===== src/hdl/ccd_ctl_pkg.sv =====
// Constants shared by the CCD converter sequencing controller.
// Assumes a single 100 MHz clock feeding every design module.
`default_nettype none
package ccd_ctl_pkg;

  // ---------------------------------------------------------------
  // Clock and time conversion
  // ---------------------------------------------------------------
  localparam int CLK_MHZ = 100;

  // Least times round up to whole cycles
  function automatic int cyc_up(input int ns);
    cyc_up = (ns * CLK_MHZ + 999) / 1000;
  endfunction

  // ---------------------------------------------------------------
  // Conversion timing per rate selection, in ns
  // ---------------------------------------------------------------
  localparam int CONV_PERIOD_NS_0 = 800;
  localparam int CONV_PERIOD_NS_1 = 1000;
  localparam int CONV_PERIOD_NS_2 = 1333;
  localparam int CONV_PERIOD_NS_3 = 2000;
  localparam int REF_ACQ_NS_0     = 380;
  localparam int REF_ACQ_NS_1     = 490;
  localparam int REF_ACQ_NS_2     = 630;
  localparam int REF_ACQ_NS_3     = 680;
  localparam int PIX_SETTLE_NS_0  = 350;
  localparam int PIX_SETTLE_NS_1  = 440;
  localparam int PIX_SETTLE_NS_2  = 630;
  localparam int PIX_SETTLE_NS_3  = 680;
  localparam int TRIG_PULSE_NS    = 50;
  localparam int HOLD_RELEASE_NS  = 100;
  localparam int DATA_SETUP_NS    = 20;
  localparam int STALE_NS         = 1000000;

  localparam int CONV_PERIOD_CYC_0 = cyc_up(CONV_PERIOD_NS_0);
  localparam int CONV_PERIOD_CYC_1 = cyc_up(CONV_PERIOD_NS_1);
  localparam int CONV_PERIOD_CYC_2 = cyc_up(CONV_PERIOD_NS_2);
  localparam int CONV_PERIOD_CYC_3 = cyc_up(CONV_PERIOD_NS_3);
  localparam int REF_ACQ_CYC_0     = cyc_up(REF_ACQ_NS_0);
  localparam int REF_ACQ_CYC_1     = cyc_up(REF_ACQ_NS_1);
  localparam int REF_ACQ_CYC_2     = cyc_up(REF_ACQ_NS_2);
  localparam int REF_ACQ_CYC_3     = cyc_up(REF_ACQ_NS_3);
  localparam int PIX_SETTLE_CYC_0  = cyc_up(PIX_SETTLE_NS_0);
  localparam int PIX_SETTLE_CYC_1  = cyc_up(PIX_SETTLE_NS_1);
  localparam int PIX_SETTLE_CYC_2  = cyc_up(PIX_SETTLE_NS_2);
  localparam int PIX_SETTLE_CYC_3  = cyc_up(PIX_SETTLE_NS_3);
  localparam int TRIG_PULSE_CYC    = cyc_up(TRIG_PULSE_NS);
  localparam int HOLD_RELEASE_CYC  = cyc_up(HOLD_RELEASE_NS);
  localparam int DATA_SETUP_CYC    = cyc_up(DATA_SETUP_NS);
  localparam int STALE_CYC         = cyc_up(STALE_NS);

  localparam int TMR_W   = 8;
  localparam int STALE_W = 17;

  // ---------------------------------------------------------------
  // Register map
  // ---------------------------------------------------------------
  localparam int         ADDR_W        = 8;
  localparam logic [7:0] REG_CTRL      = 8'h00;
  localparam logic [7:0] REG_STATUS    = 8'h04;
  localparam logic [7:0] REG_DATA      = 8'h08;
  localparam logic [7:0] REG_COUNT     = 8'h0c;
  localparam int         CTRL_EN_BIT   = 0;
  localparam int         CTRL_RATE_LSB = 1;
  localparam int         STAT_BUSY_BIT = 0;
  localparam int         STAT_VAL_BIT  = 1;
  localparam int         STAT_OVR_BIT  = 2;
  localparam logic [2:0] CTRL_RESET    = 3'h0;

  typedef enum logic [1:0] {
    RATE_1M25 = 2'b00,
    RATE_1M0  = 2'b01,
    RATE_750K = 2'b10,
    RATE_500K = 2'b11
  } rate_t;

  typedef enum logic [2:0] {
    S_IDLE   = 3'b000,
    S_ACQ    = 3'b001,
    S_SETTLE = 3'b010,
    S_TRIG   = 3'b011,
    S_POST   = 3'b100
  } seq_state_t;

endpackage
`default_nettype wire


===== src/hdl/ccd_seq_ctl.sv =====
// Sequencing controller for an 18-bit CCD converter with a correlated
// double sampler: drives reference hold, conversion trigger and the
// bandwidth select pins, and captures results. Assumes the converter's
// data pins are asynchronous and software runs it over APB.
//
// Summary of operation
// - Bandwidth select pins pick 800, 1000, 1333 or 2000 ns periods.
// - Conversions never start closer than 800 ns apart.
// - Reference acquires 380, 490, 630 or 680 ns before hold rises.
// - Pixel settles 350, 440, 630 or 680 ns before the trigger.
// - Hold high freezes the reference level; hold low tracks again.
// - Hold rises only after the reference has settled.
// - Conversion starts at trigger rising edge, raised after settling.
// - After the trigger, hold may fall to acquire the next reference.
// - Hold falls during the reference quiet period.
// - No input toggles 150 to 300 ns after the trigger edge; bandwidth pins still follow a rate written while idle.
// - Extended range widens that window to 140 to 320 ns.
// - After more than 1 ms between conversions, discard the next result.
//
// The placing of the registers and the APB register port are this design's own decisions.
`default_nettype none
module ccd_seq_ctl
  import ccd_ctl_pkg::*;
#(
  parameter int DATA_W    = 18,
  parameter int STALE_LIM = STALE_CYC
) (
  input  wire logic              clk_in,        // System clock, 100 MHz
  input  wire logic              rst_n_in,      // Sync reset, active low
  input  wire logic              psel_in,       // APB select
  input  wire logic              penable_in,    // APB enable
  input  wire logic              pwrite_in,     // APB direction
  input  wire logic [ADDR_W-1:0] paddr_in,      // APB byte address
  input  wire logic [31:0]       pwdata_in,     // APB write data
  output logic      [31:0]       prdata_out,    // APB read data
  output logic                   pready_out,    // APB ready
  output logic                   pslverr_out,   // APB error
  output logic                   ref_hold_out,  // Reference hold pin
  output logic                   start_conv_out, // Conversion trigger pin
  output logic                   bw_select_bit0_out, // Bandwidth bit 0
  output logic                   bw_select_bit1_out, // Bandwidth bit 1
  input  wire logic [DATA_W-1:0] data_pins_in,  // Result pins
  input  wire logic              dvalid_in      // Data-valid strobe pin
);

  // ---------------------------------------------------------------
  // Rate decoding
  // ---------------------------------------------------------------
  function automatic logic [TMR_W-1:0] period_cyc(input rate_t r);
    case (r)
      RATE_1M25: period_cyc = TMR_W'(CONV_PERIOD_CYC_0);
      RATE_1M0:  period_cyc = TMR_W'(CONV_PERIOD_CYC_1);
      RATE_750K: period_cyc = TMR_W'(CONV_PERIOD_CYC_2);
      default:   period_cyc = TMR_W'(CONV_PERIOD_CYC_3);
    endcase
  endfunction

  function automatic logic [TMR_W-1:0] acq_cyc(input rate_t r);
    case (r)
      RATE_1M25: acq_cyc = TMR_W'(REF_ACQ_CYC_0);
      RATE_1M0:  acq_cyc = TMR_W'(REF_ACQ_CYC_1);
      RATE_750K: acq_cyc = TMR_W'(REF_ACQ_CYC_2);
      default:   acq_cyc = TMR_W'(REF_ACQ_CYC_3);
    endcase
  endfunction

  function automatic logic [TMR_W-1:0] settle_cyc(input rate_t r);
    case (r)
      RATE_1M25: settle_cyc = TMR_W'(PIX_SETTLE_CYC_0);
      RATE_1M0:  settle_cyc = TMR_W'(PIX_SETTLE_CYC_1);
      RATE_750K: settle_cyc = TMR_W'(PIX_SETTLE_CYC_2);
      default:   settle_cyc = TMR_W'(PIX_SETTLE_CYC_3);
    endcase
  endfunction

  // ---------------------------------------------------------------
  // Register file and capture
  // ---------------------------------------------------------------
  logic              run_en;
  logic [1:0]        rate_req;
  logic [DATA_W-1:0] result;
  logic              sample;
  logic              busy;
  logic              discard_pend_q;

  wire keep_res = sample & ~discard_pend_q;
  wire drop_res = sample & discard_pend_q;

  ccd_apb_regs #(
    .DATA_W (DATA_W)
  ) u_regs (
    .clk_in        (clk_in),
    .rst_n_in      (rst_n_in),
    .psel_in       (psel_in),
    .penable_in    (penable_in),
    .pwrite_in     (pwrite_in),
    .paddr_in      (paddr_in),
    .pwdata_in     (pwdata_in),
    .prdata_out    (prdata_out),
    .pready_out    (pready_out),
    .pslverr_out   (pslverr_out),
    .run_en_out    (run_en),
    .rate_out      (rate_req),
    .busy_in       (busy),
    .result_in     (result),
    .result_set_in (keep_res),
    .discard_in    (drop_res)
  );

  // Codes arrive as straight binary and are kept unchanged
  ccd_capture #(
    .DATA_W (DATA_W)
  ) u_cap (
    .clk_in       (clk_in),
    .rst_n_in     (rst_n_in),
    .data_pins_in (data_pins_in),
    .dvalid_in    (dvalid_in),
    .result_out   (result),
    .sample_out   (sample)
  );

  // ---------------------------------------------------------------
  // Sequencer
  // ---------------------------------------------------------------
  // Hold falls 100 ns after the trigger edge, before the critical window
  // opens, and rises again only after the acquisition time, past it.
  // That keeps hold and trigger quiet through both temperature windows; the bandwidth pins follow the requested rate whenever idle.
  seq_state_t        state_q, state_d;
  logic [TMR_W-1:0]  tmr_q, tmr_d;
  logic [TMR_W-1:0]  since_q;
  logic [STALE_W-1:0] gap_q;
  logic              hold_q, hold_d, start_q, start_d;
  rate_t             bw_q, bw_d;

  wire   tmr_done  = (tmr_q == '0);
  wire   period_ok = (since_q >= period_cyc(bw_q) - TMR_W'(1));
  wire   stale     = (gap_q >= STALE_W'(STALE_LIM));
  wire   fire      = (state_q == S_SETTLE) & tmr_done & period_ok;
  wire   go_on     = run_en & (rate_t'(rate_req) == bw_q);

  assign busy               = (state_q != S_IDLE);
  assign ref_hold_out       = hold_q;
  assign start_conv_out     = start_q;
  assign bw_select_bit0_out = bw_q[0];
  assign bw_select_bit1_out = bw_q[1];

  always_comb begin
    state_d = state_q;
    tmr_d   = tmr_done ? tmr_q : tmr_q - TMR_W'(1);
    hold_d  = hold_q;
    start_d = start_q;
    bw_d    = bw_q;
    case (state_q)
      S_IDLE: begin
        bw_d = rate_t'(rate_req);
        if (run_en && (rate_t'(rate_req) == bw_q)) begin
          state_d = S_ACQ;
          tmr_d   = acq_cyc(bw_q) - TMR_W'(1);
        end
      end
      S_ACQ: if (tmr_done) begin
        hold_d  = 1'b1;
        state_d = S_SETTLE;
        tmr_d   = settle_cyc(bw_q) - TMR_W'(1);
      end
      S_SETTLE: if (fire) begin
        start_d = 1'b1;
        state_d = S_TRIG;
        tmr_d   = TMR_W'(TRIG_PULSE_CYC - 1);
      end
      S_TRIG: if (tmr_done) begin
        start_d = 1'b0;
        state_d = S_POST;
        tmr_d   = TMR_W'(HOLD_RELEASE_CYC - TRIG_PULSE_CYC - 1);
      end
      S_POST: if (tmr_done) begin
        hold_d  = 1'b0;
        state_d = go_on ? S_ACQ : S_IDLE;
        tmr_d   = acq_cyc(bw_q) - TMR_W'(1);
      end
      default: begin
        state_d = S_IDLE;
        hold_d  = 1'b0;
        start_d = 1'b0;
      end
    endcase
  end

  always_ff @(posedge clk_in) begin
    if (!rst_n_in) begin
      state_q <= S_IDLE;
      tmr_q   <= '0;
      hold_q  <= 1'b0;
      start_q <= 1'b0;
      bw_q    <= RATE_1M25;
    end else begin
      state_q <= state_d;
      tmr_q   <= tmr_d;
      hold_q  <= hold_d;
      start_q <= start_d;
      bw_q    <= bw_d;
    end
  end

  // ---------------------------------------------------------------
  // Spacing and staleness tracking
  // ---------------------------------------------------------------
  // Both counters saturate, so reset reads as a long idle gap and the
  // first result after power-up is dropped.
  always_ff @(posedge clk_in) begin
    if (!rst_n_in) begin
      since_q        <= '1;
      gap_q          <= STALE_W'(STALE_LIM);
      discard_pend_q <= 1'b0;
    end else begin
      if (fire) since_q <= '0;
      else if (since_q != '1) since_q <= since_q + TMR_W'(1);
      if (fire) gap_q <= '0;
      else if (!stale) gap_q <= gap_q + STALE_W'(1);
      if (fire && stale) discard_pend_q <= 1'b1;
      else if (sample) discard_pend_q <= 1'b0;
    end
  end

  // ---------------------------------------------------------------
  // Checks
  // ---------------------------------------------------------------
  logic [TMR_W-1:0] low_cnt_q, high_cnt_q;

  always_ff @(posedge clk_in) begin
    if (!rst_n_in) begin
      low_cnt_q  <= '1;
      high_cnt_q <= '0;
    end else begin
      if (hold_q) low_cnt_q <= '0;
      else if (low_cnt_q != '1) low_cnt_q <= low_cnt_q + TMR_W'(1);
      if (!hold_q) high_cnt_q <= '0;
      else if (high_cnt_q != '1) high_cnt_q <= high_cnt_q + TMR_W'(1);
    end
  end
endmodule
`default_nettype wire


===== src/hdl/ccd_capture.sv =====
// Result capture from the converter's parallel data pins.
// Assumes the pins are asynchronous to clk_in and the data lines stay
// valid from shortly after the strobe's fall until the next conversion.
`default_nettype none
module ccd_capture
  import ccd_ctl_pkg::*;
#(
  parameter int DATA_W = 18
) (
  input  wire logic              clk_in,       // System clock
  input  wire logic              rst_n_in,     // Sync reset, active low
  input  wire logic [DATA_W-1:0] data_pins_in, // Result pins
  input  wire logic              dvalid_in,    // Data-valid strobe pin
  output logic      [DATA_W-1:0] result_out,   // Captured code
  output logic                   sample_out    // One-cycle capture pulse
);

  // ---------------------------------------------------------------
  // Synchronisers
  // ---------------------------------------------------------------
  logic [DATA_W-1:0] data_m_q, data_s_q;
  logic              dv_m_q, dv_s_q, dv_old_q;
  logic [3:0]        wait_q;
  logic              armed_q;
  wire               dv_fell = dv_old_q & ~dv_s_q;
  wire               take    = armed_q & (wait_q == 4'h0);

  always_ff @(posedge clk_in) begin
    data_m_q <= data_pins_in;
    data_s_q <= data_m_q;
    dv_m_q   <= dvalid_in;
    dv_s_q   <= dv_m_q;
    dv_old_q <= dv_s_q;
  end

  // ---------------------------------------------------------------
  // Sample after the setup time past the strobe's falling edge
  // ---------------------------------------------------------------
  // Data pass the same two stages as the strobe, so the wait below is
  // measured at the pins as well.
  always_ff @(posedge clk_in) begin
    if (!rst_n_in) begin
      armed_q    <= 1'b0;
      wait_q     <= 4'h0;
      result_out <= '0;
      sample_out <= 1'b0;
    end else begin
      sample_out <= take;
      if (dv_fell) begin
        armed_q <= 1'b1;
        wait_q  <= 4'(DATA_SETUP_CYC - 1);
      end else if (take) begin
        armed_q <= 1'b0;
      end else if (armed_q) begin
        wait_q <= wait_q - 4'h1;
      end
      if (take) begin
        result_out <= data_s_q;
      end
    end
  end

endmodule
`default_nettype wire


===== src/hdl/ccd_apb_regs.sv =====
// APB slave holding the controller's own control and status registers.
// Assumes an APB master on clk_in; the slave answers with no wait state.
`default_nettype none
module ccd_apb_regs
  import ccd_ctl_pkg::*;
#(
  parameter int DATA_W = 18
) (
  input  wire logic              clk_in,       // System clock
  input  wire logic              rst_n_in,     // Sync reset, active low
  input  wire logic              psel_in,      // APB select
  input  wire logic              penable_in,   // APB enable
  input  wire logic              pwrite_in,    // APB direction
  input  wire logic [ADDR_W-1:0] paddr_in,     // APB byte address
  input  wire logic [31:0]       pwdata_in,    // APB write data
  output logic      [31:0]       prdata_out,   // APB read data
  output logic                   pready_out,   // APB ready
  output logic                   pslverr_out,  // APB error, unmapped
  output logic                   run_en_out,   // Run conversions
  output logic      [1:0]        rate_out,     // Requested rate
  input  wire logic              busy_in,      // Sequencer active
  input  wire logic [DATA_W-1:0] result_in,    // Kept result
  input  wire logic              result_set_in, // New kept result
  input  wire logic              discard_in    // Result discarded
);

  function automatic logic mapped(input logic [ADDR_W-1:0] a);
    mapped = (a == REG_CTRL) || (a == REG_STATUS) ||
             (a == REG_DATA) || (a == REG_COUNT);
  endfunction

  // ---------------------------------------------------------------
  // Decode
  // ---------------------------------------------------------------
  logic [2:0]        ctrl_q;
  logic [DATA_W-1:0] data_q;
  logic              valid_q, ovr_q;
  logic [15:0]       kept_cnt_q, disc_cnt_q;
  logic [31:0]       rd_mux;

  wire setup  = psel_in & ~penable_in;
  wire access = psel_in & penable_in;
  wire wr     = access & pwrite_in;
  wire rd_dat = access & ~pwrite_in & (paddr_in == REG_DATA);
  wire wr_ctl = wr & (paddr_in == REG_CTRL);
  wire wr_st  = wr & (paddr_in == REG_STATUS);

  assign pready_out  = access;
  assign pslverr_out = access & ~mapped(paddr_in);
  assign run_en_out  = ctrl_q[CTRL_EN_BIT];
  assign rate_out    = ctrl_q[CTRL_RATE_LSB +: 2];

  always_comb begin
    rd_mux = 32'h0;
    case (paddr_in)
      REG_CTRL:   rd_mux = {29'h0, ctrl_q};
      REG_STATUS: rd_mux = {29'h0, ovr_q, valid_q, busy_in};
      REG_DATA:   rd_mux = {{(32 - DATA_W){1'b0}}, data_q};
      REG_COUNT:  rd_mux = {disc_cnt_q, kept_cnt_q};
      default:    rd_mux = 32'h0;
    endcase
  end

  // ---------------------------------------------------------------
  // Registers
  // ---------------------------------------------------------------
  // A new result arriving in the cycle of a clear keeps its flag set.
  always_ff @(posedge clk_in) begin
    if (!rst_n_in) begin
      ctrl_q     <= CTRL_RESET;
      data_q     <= '0;
      valid_q    <= 1'b0;
      ovr_q      <= 1'b0;
      kept_cnt_q <= 16'h0;
      disc_cnt_q <= 16'h0;
      prdata_out <= 32'h0;
    end else begin
      if (setup) prdata_out <= rd_mux;
      if (wr_ctl) ctrl_q <= pwdata_in[2:0];
      if (result_set_in) begin
        data_q     <= result_in;
        kept_cnt_q <= kept_cnt_q + 16'h1;
      end
      if (discard_in) disc_cnt_q <= disc_cnt_q + 16'h1;
      valid_q <= result_set_in | (valid_q & ~rd_dat);
      ovr_q   <= (result_set_in & valid_q & ~rd_dat) |
                 (ovr_q & ~(wr_st & pwdata_in[STAT_OVR_BIT]));
    end
  end

endmodule
`default_nettype wire


===== config.mk =====
export PLATFORM = sky130hd
export DESIGN_NAME = ccd_seq_ctl
export DESIGN_NICKNAME = d
export VERILOG_FILES = /design/src/hdl/ccd_ctl_pkg.sv /design/src/hdl/ccd_seq_ctl.sv /design/src/hdl/ccd_capture.sv /design/src/hdl/ccd_apb_regs.sv
export SDC_FILE = /design/constraint.sdc
export NUM_CORES = 1
export LEC_CHECK = 0
export ABC_CLOCK_PERIOD_IN_PS = 6200
export BUFFER_PORTS_ARGS = -buffer_cell sky130_fd_sc_hd__buf_2
export CAP_MARGIN = 40
export CORE_ASPECT_RATIO = 1.5
export CORE_MARGIN = 2
export CORE_UTILIZATION = 40
export DETAILED_ROUTE_END_ITERATION = 16
export PLACE_DENSITY = 0.63
export SYNTH_ARGS = -nofsm -noshare
export SYNTH_HDL_FRONTEND = slang
export SYNTH_SLANG_ARGS = --single-unit

===== constraint.sdc =====
create_clock -name clk_in -period 6.2 [get_ports clk_in]
set_clock_uncertainty 0.15 [all_clocks]
set_input_delay 0.93 -clock clk_in [delete_from_list [all_inputs] [get_ports clk_in]]
set_output_delay 0.93 -clock clk_in [all_outputs]
set_load 0.05 [all_outputs]

==> flow_summary.ini, run 1 <==
[sta]
min_period_ns = 3.31
slew_headroom = 0.433
fmax_mhz = 302
setup_viol = 0
fin_ws_ns = 2.89
period_share = 0.533
slew_viol_final = 0
timing_hold_violations_final = 0
worst_slew_pin_slew_ns = 0.849
rsz0062_at_grt = no
final.setup.tns_ns = 0

[clocking]
post_cts_buffers = 0
cts_resized = 0
cts_tree = yes
ctsHoldBuffers = 0
ctsRootBufferMaster = clkbuf_16
clk_pin_slew_ns = 0.07
cts.path.max_buffers = 2
clock_latency_ns = 0.43
cts_sinks = 191
cts_max_level = 4
cts_made_buffers = 17

[route]
postRouteAntennaNets = 0
drtIter0Drc = 478
wire_per_inst_um = 14.2
drt_pass1_iterations = 4
drc = 0
via_per_inst = 5.15
wl_um = 17300
vias = 6286

[global_route]
grt_pass1_wl_um = 29200
grt_pass1_vias = 6025
grt_start_max_net_pins = 80
grtUsageTotal = 0.173
antenna_found_initial = 1
grt.overflow.total = 0

[cells_and_area]
nets = 1039
area_delta_synth_final_pct = 14.9
drive_gt1_frac = 0.130
fill_cells = 1938
seqCellArea_um2 = 3820
final_common_cell = dfxtp_1
antennaDiodeCount = 0
multi_input_area_um2 = 3740
design_area_um2 = 8990
final_cell_mix = dfxtp_1 (191), nand2_1 (135), a21oi_1 (92)
post-route-util = 0.469

[min_path]
hp-class = reg2reg

[logic_synthesis]
synth_edf_count = 0
synth_top_area_cell = dfxtp_1
yosys-top-cells-area = dfxtp_1 (49%), nand2_1 (6.5%), a21oi_1 (5.9%), nor2_1 (3.9%), ha_1 (3.8%)
syn_nets = 983
synth_top_flop_cell = dfxtp_1
synthCells = 895
synth-seq-cells = 191
yosys.cell_types.count = 56
yosysSeqAreaShare = 0.489
async_flop_share = 0
synth.avg_cell_area_um2 = 8.73
ys_warn_count = 0
yosysTopAreaCellShare = 0.489
synth.cell_area_um2 = 7820

[placement]
dp_hpwl_um = 12300
placed_cell_area_um2 = 8390
port-buffer-count = 72
post-place-ws_ns = 2.89
place.gp.congestion = 0.901

[power_and_ir_drop]
ir_drop_mv = 0.165
p_leak_nw = 3.39
power_per_cell_area_nw_per_um2 = 324
fin_total_pwr_mw = 2.92

[critical_path]
worstSetupPathType = in2out
cp_data_arrival_time_ns = 2.23
endpoint_kind = output port
startpoint_type = primary input
required_ns = 5.12
critPathMaxFanout = 4

[floorplanning]
core_area_um2 = 19200
die_y_um = 175
pin_count = 102
die_area_um2 = 20700
rows = 62
initial_utilization = 0.408
fp.dieW_um = 118

[outcome]
outcome = complete, no violations

[flow_run]
cap_violations = 0
## synthesized netlist by cell type (all sizes together), types with 2 or more instances
cell type	number
dfxtp	191
nand2	135
a21oi	92
nor2	83
nand3	42
o21ai	40
clkbuf	37
ha	24
xnor2	24
a22oi	22
inv	22
nor3	17
a22o	15
xor2	14
or3	13
and3	12
and4	9
mux2i	9
nor4	8
buf	7
nand4	7
nor2b	7
or4	7
nand2b	6
o31ai	6
o21a	4
o31a	4
a211oi	3
a31oi	3
mux4	3
nor3b	3
o22ai	3
o311a	3
a21o	2
and2	2
o211ai	2
o311ai	2
## kinds of logic (layout without fill, tap and decap cells)
| family | count (synthesis) | in the layout | share of synthesized area |
|---|---|---|---|
| flip-flops | 191 | 191 | 0.489 |
| XOR/XNOR | 38 | 38 | 0.0426 |
| multiplexers | 13 | 13 | 0.0216 |
| AO/OA/AOI/OAI | 206 | 206 | 0.161 |
| buffers and inverters | 67 | 136 | 0.0330 |
| AND/OR/NAND/NOR | 356 | 356 | 0.215 |
| adder cells (fa/ha/maj) | 24 | 24 | 0.0384 |
## critical path, cell delays in order
cell and delay (ns):
buf_2 0.10, nor4_1 0.69, a21oi_1 0.24, buf_2 0.27
## final cells by class
cell class,count,share of cell area
multi-input cells,637,0.416
clock inverters,15,0.0181
clock buffers,17,0.0473
repair buffers,81,0.0479
inverters,23,0.00975
well taps,256,0.0356
flip-flops and latches,191,0.426
## metrics by stage
stage / hold WS [ns] / instances
finish: 0.180 / 1220
global route: 0.190 / 1220
CTS: 0.180 / 1219
detailed placement: 0.162 / 1187
global placement: 0.163 / 1183
floorplan: 0.160 / 895
## path summary, 6_finish.rpt
path	slack, ns	cells after the start	end	startpoint
min	0.18	0	u_cap.dv_s_q$_DFF_P_	u_cap.dv_m_q$_DFF_P_
max reg2reg	3.22	9	gap_q[16]$_SDFFE_PN1P_	bw_q[0]$_SDFFE_PN0P_
min reg2reg	0.18	0	u_cap.dv_s_q$_DFF_P_	u_cap.dv_m_q$_DFF_P_
max	2.89	4	pslverr_out	paddr_in[5]
## per-layer routing
layer | GRT usage | share of wire | wire, um | vias to the layer above
met2 | 0.303 | 0.51 | 8880 | 112
met1 | 0.204 | 0.43 | 7400 | 2900
met3 | 0.0382 | 0.040 | 694 | 19
met5 | 0 | 0.00075 | 13 | -
met4 | 0.0698 | 0.018 | 315 | 2
li1 | - | - | - | 3253
## report_power, final
part / leakage, nW / switching, mW / internal [mW]
Sequential: 1.56 / 0.0554 / 1.29
Combinational: 1.54 / 0.295 / 0.202
Clock: 0.290 / 0.529 / 0.542
Total: 3.39 / 0.879 / 2.04
## sequential cells by signal (all words and copies together), names as in the netlist, 2 cells and up
register	count
bw_q	2
gap_q	17
since_q	8
state_q	3
tmr_q	8
u_cap.data_m_q	18
u_cap.data_s_q	18
u_cap.result_out	18
u_cap.wait_q	4
u_regs.ctrl_q	3
u_regs.data_q	18
u_regs.disc_cnt_q	16
u_regs.kept_cnt_q	16
u_regs.prdata_out	32
Power figures use the tool's default switching activity.
==> run 2: changes to the inputs <==
ABC_AREA = 1   (was default)
ABC_CLOCK_PERIOD_IN_PS = 2900   (was 6200)
PLACE_DENSITY = 0.65   (was 0.63)
clock period = 2.9 ns   (was 6.2 ns; I/O delays follow)
==> flow_summary.ini, run 2 <==
[min_path]
min_path_cells = 3
hp-class = in2reg

[power_and_ir_drop]
sw_frac_of_total = 0.345
power_per_cell_area_nw_per_um2 = 786
p_seq_frac = 0.396
p_leak_nw = 4.13
fin_total_pwr_mw = 7.68
p_int_mw = 5.03
ir_drop_mv = 0.547
power_frac_comb = 0.280
power.switching_mw = 2.65
clkPwrFrac = 0.325

[route]
wl_um = 17900
drtIter0Drc = 321
via_per_inst = 4.85
postRouteAntennaNets = 0
drt_pass1_iterations = 4
wire_per_inst_um = 12.2
drc = 0
met3_length_um = 500
highest_layer = met4
met2_length_um = 9550
vias = 7142
wl_met1_um = 7480

[cells_and_area]
regMostFlops = u_regs.prdata_out
final_common_cell = nand2_1
drive_gt1_frac = 0.130
final_cell_mix = nand2_1 (215), dfxtp_1 (191), inv_1 (131)
multi_input_area_um2 = 3820
stdcell_count = 1474
largest_reg_flops = 32
antennaDiodeCount = 0
nets = 1285
seqCellArea_um2 = 3820
fill_cells = 2060
area_delta_synth_final_pct = 17.0

[floorplanning]
core_area_um2 = 20400
pin_count = 102
rows = 64
die_area_um2 = 22100
fp.dieW_um = 122
initial_utilization = 0.409
die_y_um = 181

[critical_path]
crit_buf_inv = 1
cp_data_arrival_time_ns = 2.66
endpoint_kind = flip-flop
cp.depth = 12
r2r_cells = 12
required_ns = 3.08
critPathTopFamily = simple AND/OR/NAND/NOR gates
startpoint_type = flip-flop
slowest_delay_ns = 0.46
cp_slowest_cell = dfxtp_1
worstSetupPathType = reg2reg
worst_path_most_repeated_cell = nand2_1
path_cells = inv_1 -> ha_1 -> xnor2_1 -> ha_1 -> nand2_1 -> nor2_1 -> nand2_1 -> nand2_1 -> nand2_4 -> nand2_2 -> a21oi_1 -> or2_1
critPathMaxFanout = 12

[logic_synthesis]
syn_nets = 1204
async_flop_share = 0
yosys-top-cells-area = dfxtp_1 (46%), nand2_1 (9.7%), a21oi_1 (6.5%), inv_1 (5.9%), nand3_1 (5.2%)
synthCells = 1116
synth_top_flop_cell = dfxtp_1
synth.cell_area_um2 = 8350
synth-seq-cells = 191
ys_warn_count = 0
synth.avg_cell_area_um2 = 7.48
synth_edf_count = 0
yosysSeqAreaShare = 0.458
synth_top_area_cell = dfxtp_1
synth_common_cells = nand2_1 (215), dfxtp_1 (191), inv_1 (132)
yosys.cell_types.count = 48
synthMostInstantiatedCell = nand2_1
yosysTopAreaCellShare = 0.458

[outcome]
outcome = complete, no violations

[sta]
whs_ns = 0.0945
period_share = 0.856
slew_viol_final = 0
slew_headroom = 0.568
final.setup.tns_ns = 0
timing_hold_violations_final = 0
fmax_mhz = 403
setup_viol = 0
worst_slew_pin_slew_ns = 0.647
rsz0062_at_grt = no
min_period_ns = 2.48

[clocking]
ctsHoldBuffers = 19
cts_sinks = 191
cts_made_buffers = 17
post_cts_buffers = 0
clock_latency_ns = 0.44
cts_tree = yes
ctsRootBufferMaster = clkbuf_16
cts_max_level = 4
cts_resized = 0
clk_pin_slew_ns = 0.07
cts.path.max_buffers = 2

[global_route]
grt.overflow.total = 0
grt_pass1_vias = 6926
grt_start_max_net_pins = 67
antenna_found_initial = 0
grtUsageTotal = 0.170
grt_pass1_wl_um = 30700

[placement]
dp_hpwl_um = 12700
placed_cells = 1423
place.gp.congestion = 0.878
port-buffer-count = 72

[flow_run]
cap_violations = 0
run 2: cell count changes after synthesis, moves of 20 or more:
cell	delta
nand3_1	+44
xnor2_1	-20
inv_1	+111
o21ai_0	+42
nor2_1	+33
nand2_1	+80
a22oi_1	-20
run 2: cells by family (layout without fill, tap and decap cells):
logic type,Yosys count,count (layout),share of synthesized area
compound gates,221,221,0.140
simple gates,488,488,0.264
xor+xnor,16,16,0.0168
flops,191,191,0.458
fa+ha+maj,24,24,0.0360
buf+inv,176,270,0.0854
run 2: worst paths after layout:
kind / slack, ns / to / startpoint
min: 0.09 / u_regs.ctrl_q[1]$_SDFFE_PN0P_ / pwdata_in[1]
max: 0.42 / gap_q[16]$_SDFFE_PN1P_ / bw_q[1]$_SDFFE_PN0P_
min reg2reg: 0.18 / u_cap.data_s_q[2]$_DFF_P_ / u_cap.data_m_q[2]$_DFF_P_
max reg2reg: 0.42 / gap_q[16]$_SDFFE_PN1P_ / bw_q[1]$_SDFFE_PN0P_
run 2: area by class of cell:
| type | instances | area share |
|---|---|---|
| Timing Repair Buffer | 100 | 0.0658 |
| Multi-Input combinational cell | 749 | 0.391 |
| Clock buffer | 18 | 0.0449 |
| Tap cell | 264 | 0.0338 |
| Inverter | 138 | 0.0530 |
| Clock inverter | 14 | 0.0204 |
| Sequential cell | 191 | 0.391 |
run 2: power groups by stage:
stage | sequential [mW] | combinational (mW) | clock, mW
finish | 3.04 | 2.15 | 2.49
global route | 3.07 | 2.47 | 2.67
CTS | 3.04 | 2.16 | 2.57
detailed placement | 3.10 | 2.11 | 0
global placement | 3.09 | 2.07 | 0
floorplan | 3.11 | 1.69 | 0
run 2: stage by stage:
stage	util	worst slack (ns)	instance area, um^2
2_1_floorplan	-	0.376	8350
4_1_cts	0.478	0.414	9770
6_report	0.478	0.419	9770
3_5_place_dp	0.438	0.458	8940
3_3_place_gp	0.438	0.475	8940
5_1_grt	0.478	0.209	9770
run 2: layer usage:
layer,GRT usage,vias to the layer above
met3,0.0347,32
met5,0,-
met2,0.319,117
li1,-,3783
met4,0.0717,0
met1,0.180,3210
run 2: worst min-delay path, stage by stage:
cell and delay [ns]:
buf_2 0.07, o21ai_0 0.07, nor2_1 0.08
==> run 3: changes to the inputs <==
MAX_ROUTING_LAYER = met4   (was default)
==> flow_summary.ini, run 3 (synthesis results as in run 2) <==
[cells_and_area]
final_common_cell = nand2_1
nets = 1285
largest_reg_flops = 32
area_delta_synth_final_pct = 16.7
drive_gt1_frac = 0.130
antennaDiodeCount = 0
final_cell_mix = nand2_1 (215), dfxtp_1 (191), inv_1 (131)
stdcell_count = 1474
design_area_um2 = 9750
regMostFlops = u_regs.prdata_out

[clocking]
ctsRootBufferMaster = clkbuf_16
cts_resized = 0
clock_latency_ns = 0.44
cts_sinks = 191
cts.path.max_buffers = 2
clk_pin_slew_ns = 0.08
cts_tree = yes
cts_made_buffers = 17
cts_max_level = 4
post_cts_buffers = 0

[global_route]
grt.overflow.total = 0
top_usage_layer = met2
grt_start_max_net_pins = 75
grtUsageMet2 = 0.316
grt_pass1_vias = 6838
antenna_found_initial = 0
grtUsageTotal = 0.174
grtUsageMet3 = 0.0275
met1_usage = 0.185
grt_pass1_wl_um = 30600

[placement]
dp_hpwl_um = 12700
placed_cell_area_um2 = 8940
post-place-ws_ns = 0.364
port-buffer-count = 72
place.gp.congestion = 0.864
placed_cells = 1423

[sta]
fin_ws_ns = 0.381
final.setup.tns_ns = 0
timing_hold_violations_final = 0
slew_viol_final = 0
period_share = 0.869
slew_headroom = 0.566
worst_slew_pin_slew_ns = 0.650
setup_viol = 0
rsz0062_at_grt = no
fmax_mhz = 397
min_period_ns = 2.52

[outcome]
outcome = complete, no violations

[critical_path]
crit_buf_inv = 1
r2r_cells = 12
critPathMaxFanout = 23
required_ns = 3.09
endpoint_kind = flip-flop
cp_slowest_cell = dfxtp_1
cp_data_arrival_time_ns = 2.70
endpoint = gap_q[16]$_SDFFE_PN1P_
r2r_start = bw_q[0]$_SDFFE_PN0P_
cp.depth = 12
critPathTopFamily = simple AND/OR/NAND/NOR gates
r2r_slack_ns = 0.38
slowest_delay_ns = 0.42
startpoint_type = flip-flop
path_cells = inv_1 -> ha_1 -> xnor2_1 -> ha_1 -> nand2_1 -> nor2_1 -> nand2_1 -> nand2_1 -> nand2_4 -> nand2_2 -> a21oi_1 -> or2_1
worst_path_most_repeated_cell = nand2_1
reg2reg_to = gap_q[16]$_SDFFE_PN1P_
critPathLaunch = bw_q[0]$_SDFFE_PN0P_
worstSetupPathType = reg2reg

[floorplanning]
die_area_um2 = 22100
rows = 64
pin_count = 102
initial_utilization = 0.409
die_y_um = 181
fp.dieW_um = 122
core_area_um2 = 20400

[route]
drc = 0
postRouteAntennaNets = 0
wl_um = 17800
drt_pass1_iterations = 4
via_per_inst = 4.83
wire_per_inst_um = 12.1
drtIter0Drc = 289
vias = 7123

[flow_run]
cap_violations = 0

[power_and_ir_drop]
power_per_cell_area_nw_per_um2 = 770
ir_drop_mv = 0.440
p_leak_nw = 4.12

[min_path]
hp-class = in2reg
==> run 3: changes by cell type in the layout (fill, tap and decap cells not counted) <==
cell / before / now
clkinv_8: 1 / 8
bufinv_16: 3 / 0
inv_8: 3 / 1
clkbuf_8: 1 / 0
clkinvlp_4: 2 / 1
==> run 3: worst min-delay path by stage <==
stage	startpoint	to	slack, ns	cells past startpoint
after detailed placement	u_cap.data_m_q[10]$_DFF_P_	u_cap.data_s_q[10]$_DFF_P_	0.16	0
after global placement	u_cap.dv_m_q$_DFF_P_	u_cap.dv_s_q$_DFF_P_	0.16	0
after global routing	pwdata_in[0]	u_regs.ctrl_q[0]$_SDFFE_PN0P_	0.11	3
after CTS	pwdata_in[0]	u_regs.ctrl_q[0]$_SDFFE_PN0P_	0.10	3
final	pwdata_in[0]	u_regs.ctrl_q[0]$_SDFFE_PN0P_	0.12	3
after floorplan	u_cap.data_m_q[0]$_DFF_P_	u_cap.data_s_q[0]$_DFF_P_	0.16	0
==> run 3: where the power goes <==
part | total (mW) | internal [mW] | switching, mW
registers | 3.03 | 2.84 | 0.187
clock network | 2.33 | 1.17 | 1.15
logic | 2.14 | 0.773 | 1.37
total | 7.50 | 4.79 | 2.71
==> run 3: metrics by stage <==
| step | total power [mW] | hold slack [ns] | util |
|---|---|---|---|
| after floorplan | 4.80 | 0.160 | - |
| after global placement | 5.17 | 0.160 | 0.438 |
| after detailed placement | 5.22 | 0.162 | 0.438 |
| after CTS | 7.59 | 0.101 | 0.478 |
| after global routing | 8.05 | 0.110 | 0.478 |
| final | 7.50 | 0.121 | 0.478 |
==> run 3: timing repair <==
item	CTS	global route
hold buffers	19	0
hold endpoints to repair	19	0
setup endpoints to repair	0	0
==> run 3: worst min-delay path, stage by stage <==
cell and delay, ns:
buf_2 0.08, o21ai_0 0.07, nor2_1 0.07
==> run 3: cell type report <==
class | instances | area, um^2
Sequential cell | 191 | 3820
Timing Repair Buffer | 100 | 643
Tap cell | 264 | 330
Inverter | 138 | 518
Fill cell | 2040 | 10700
Multi-Input combinational cell | 749 | 3820
Clock inverter | 15 | 193
Clock buffer | 17 | 425
==> run 3: metal layers <==
layer  up-vias  share of wire
li1       3784              -
met1      3201           0.42
met2       105           0.53
met3        33          0.027
met4         0          0.024
met5         -              0
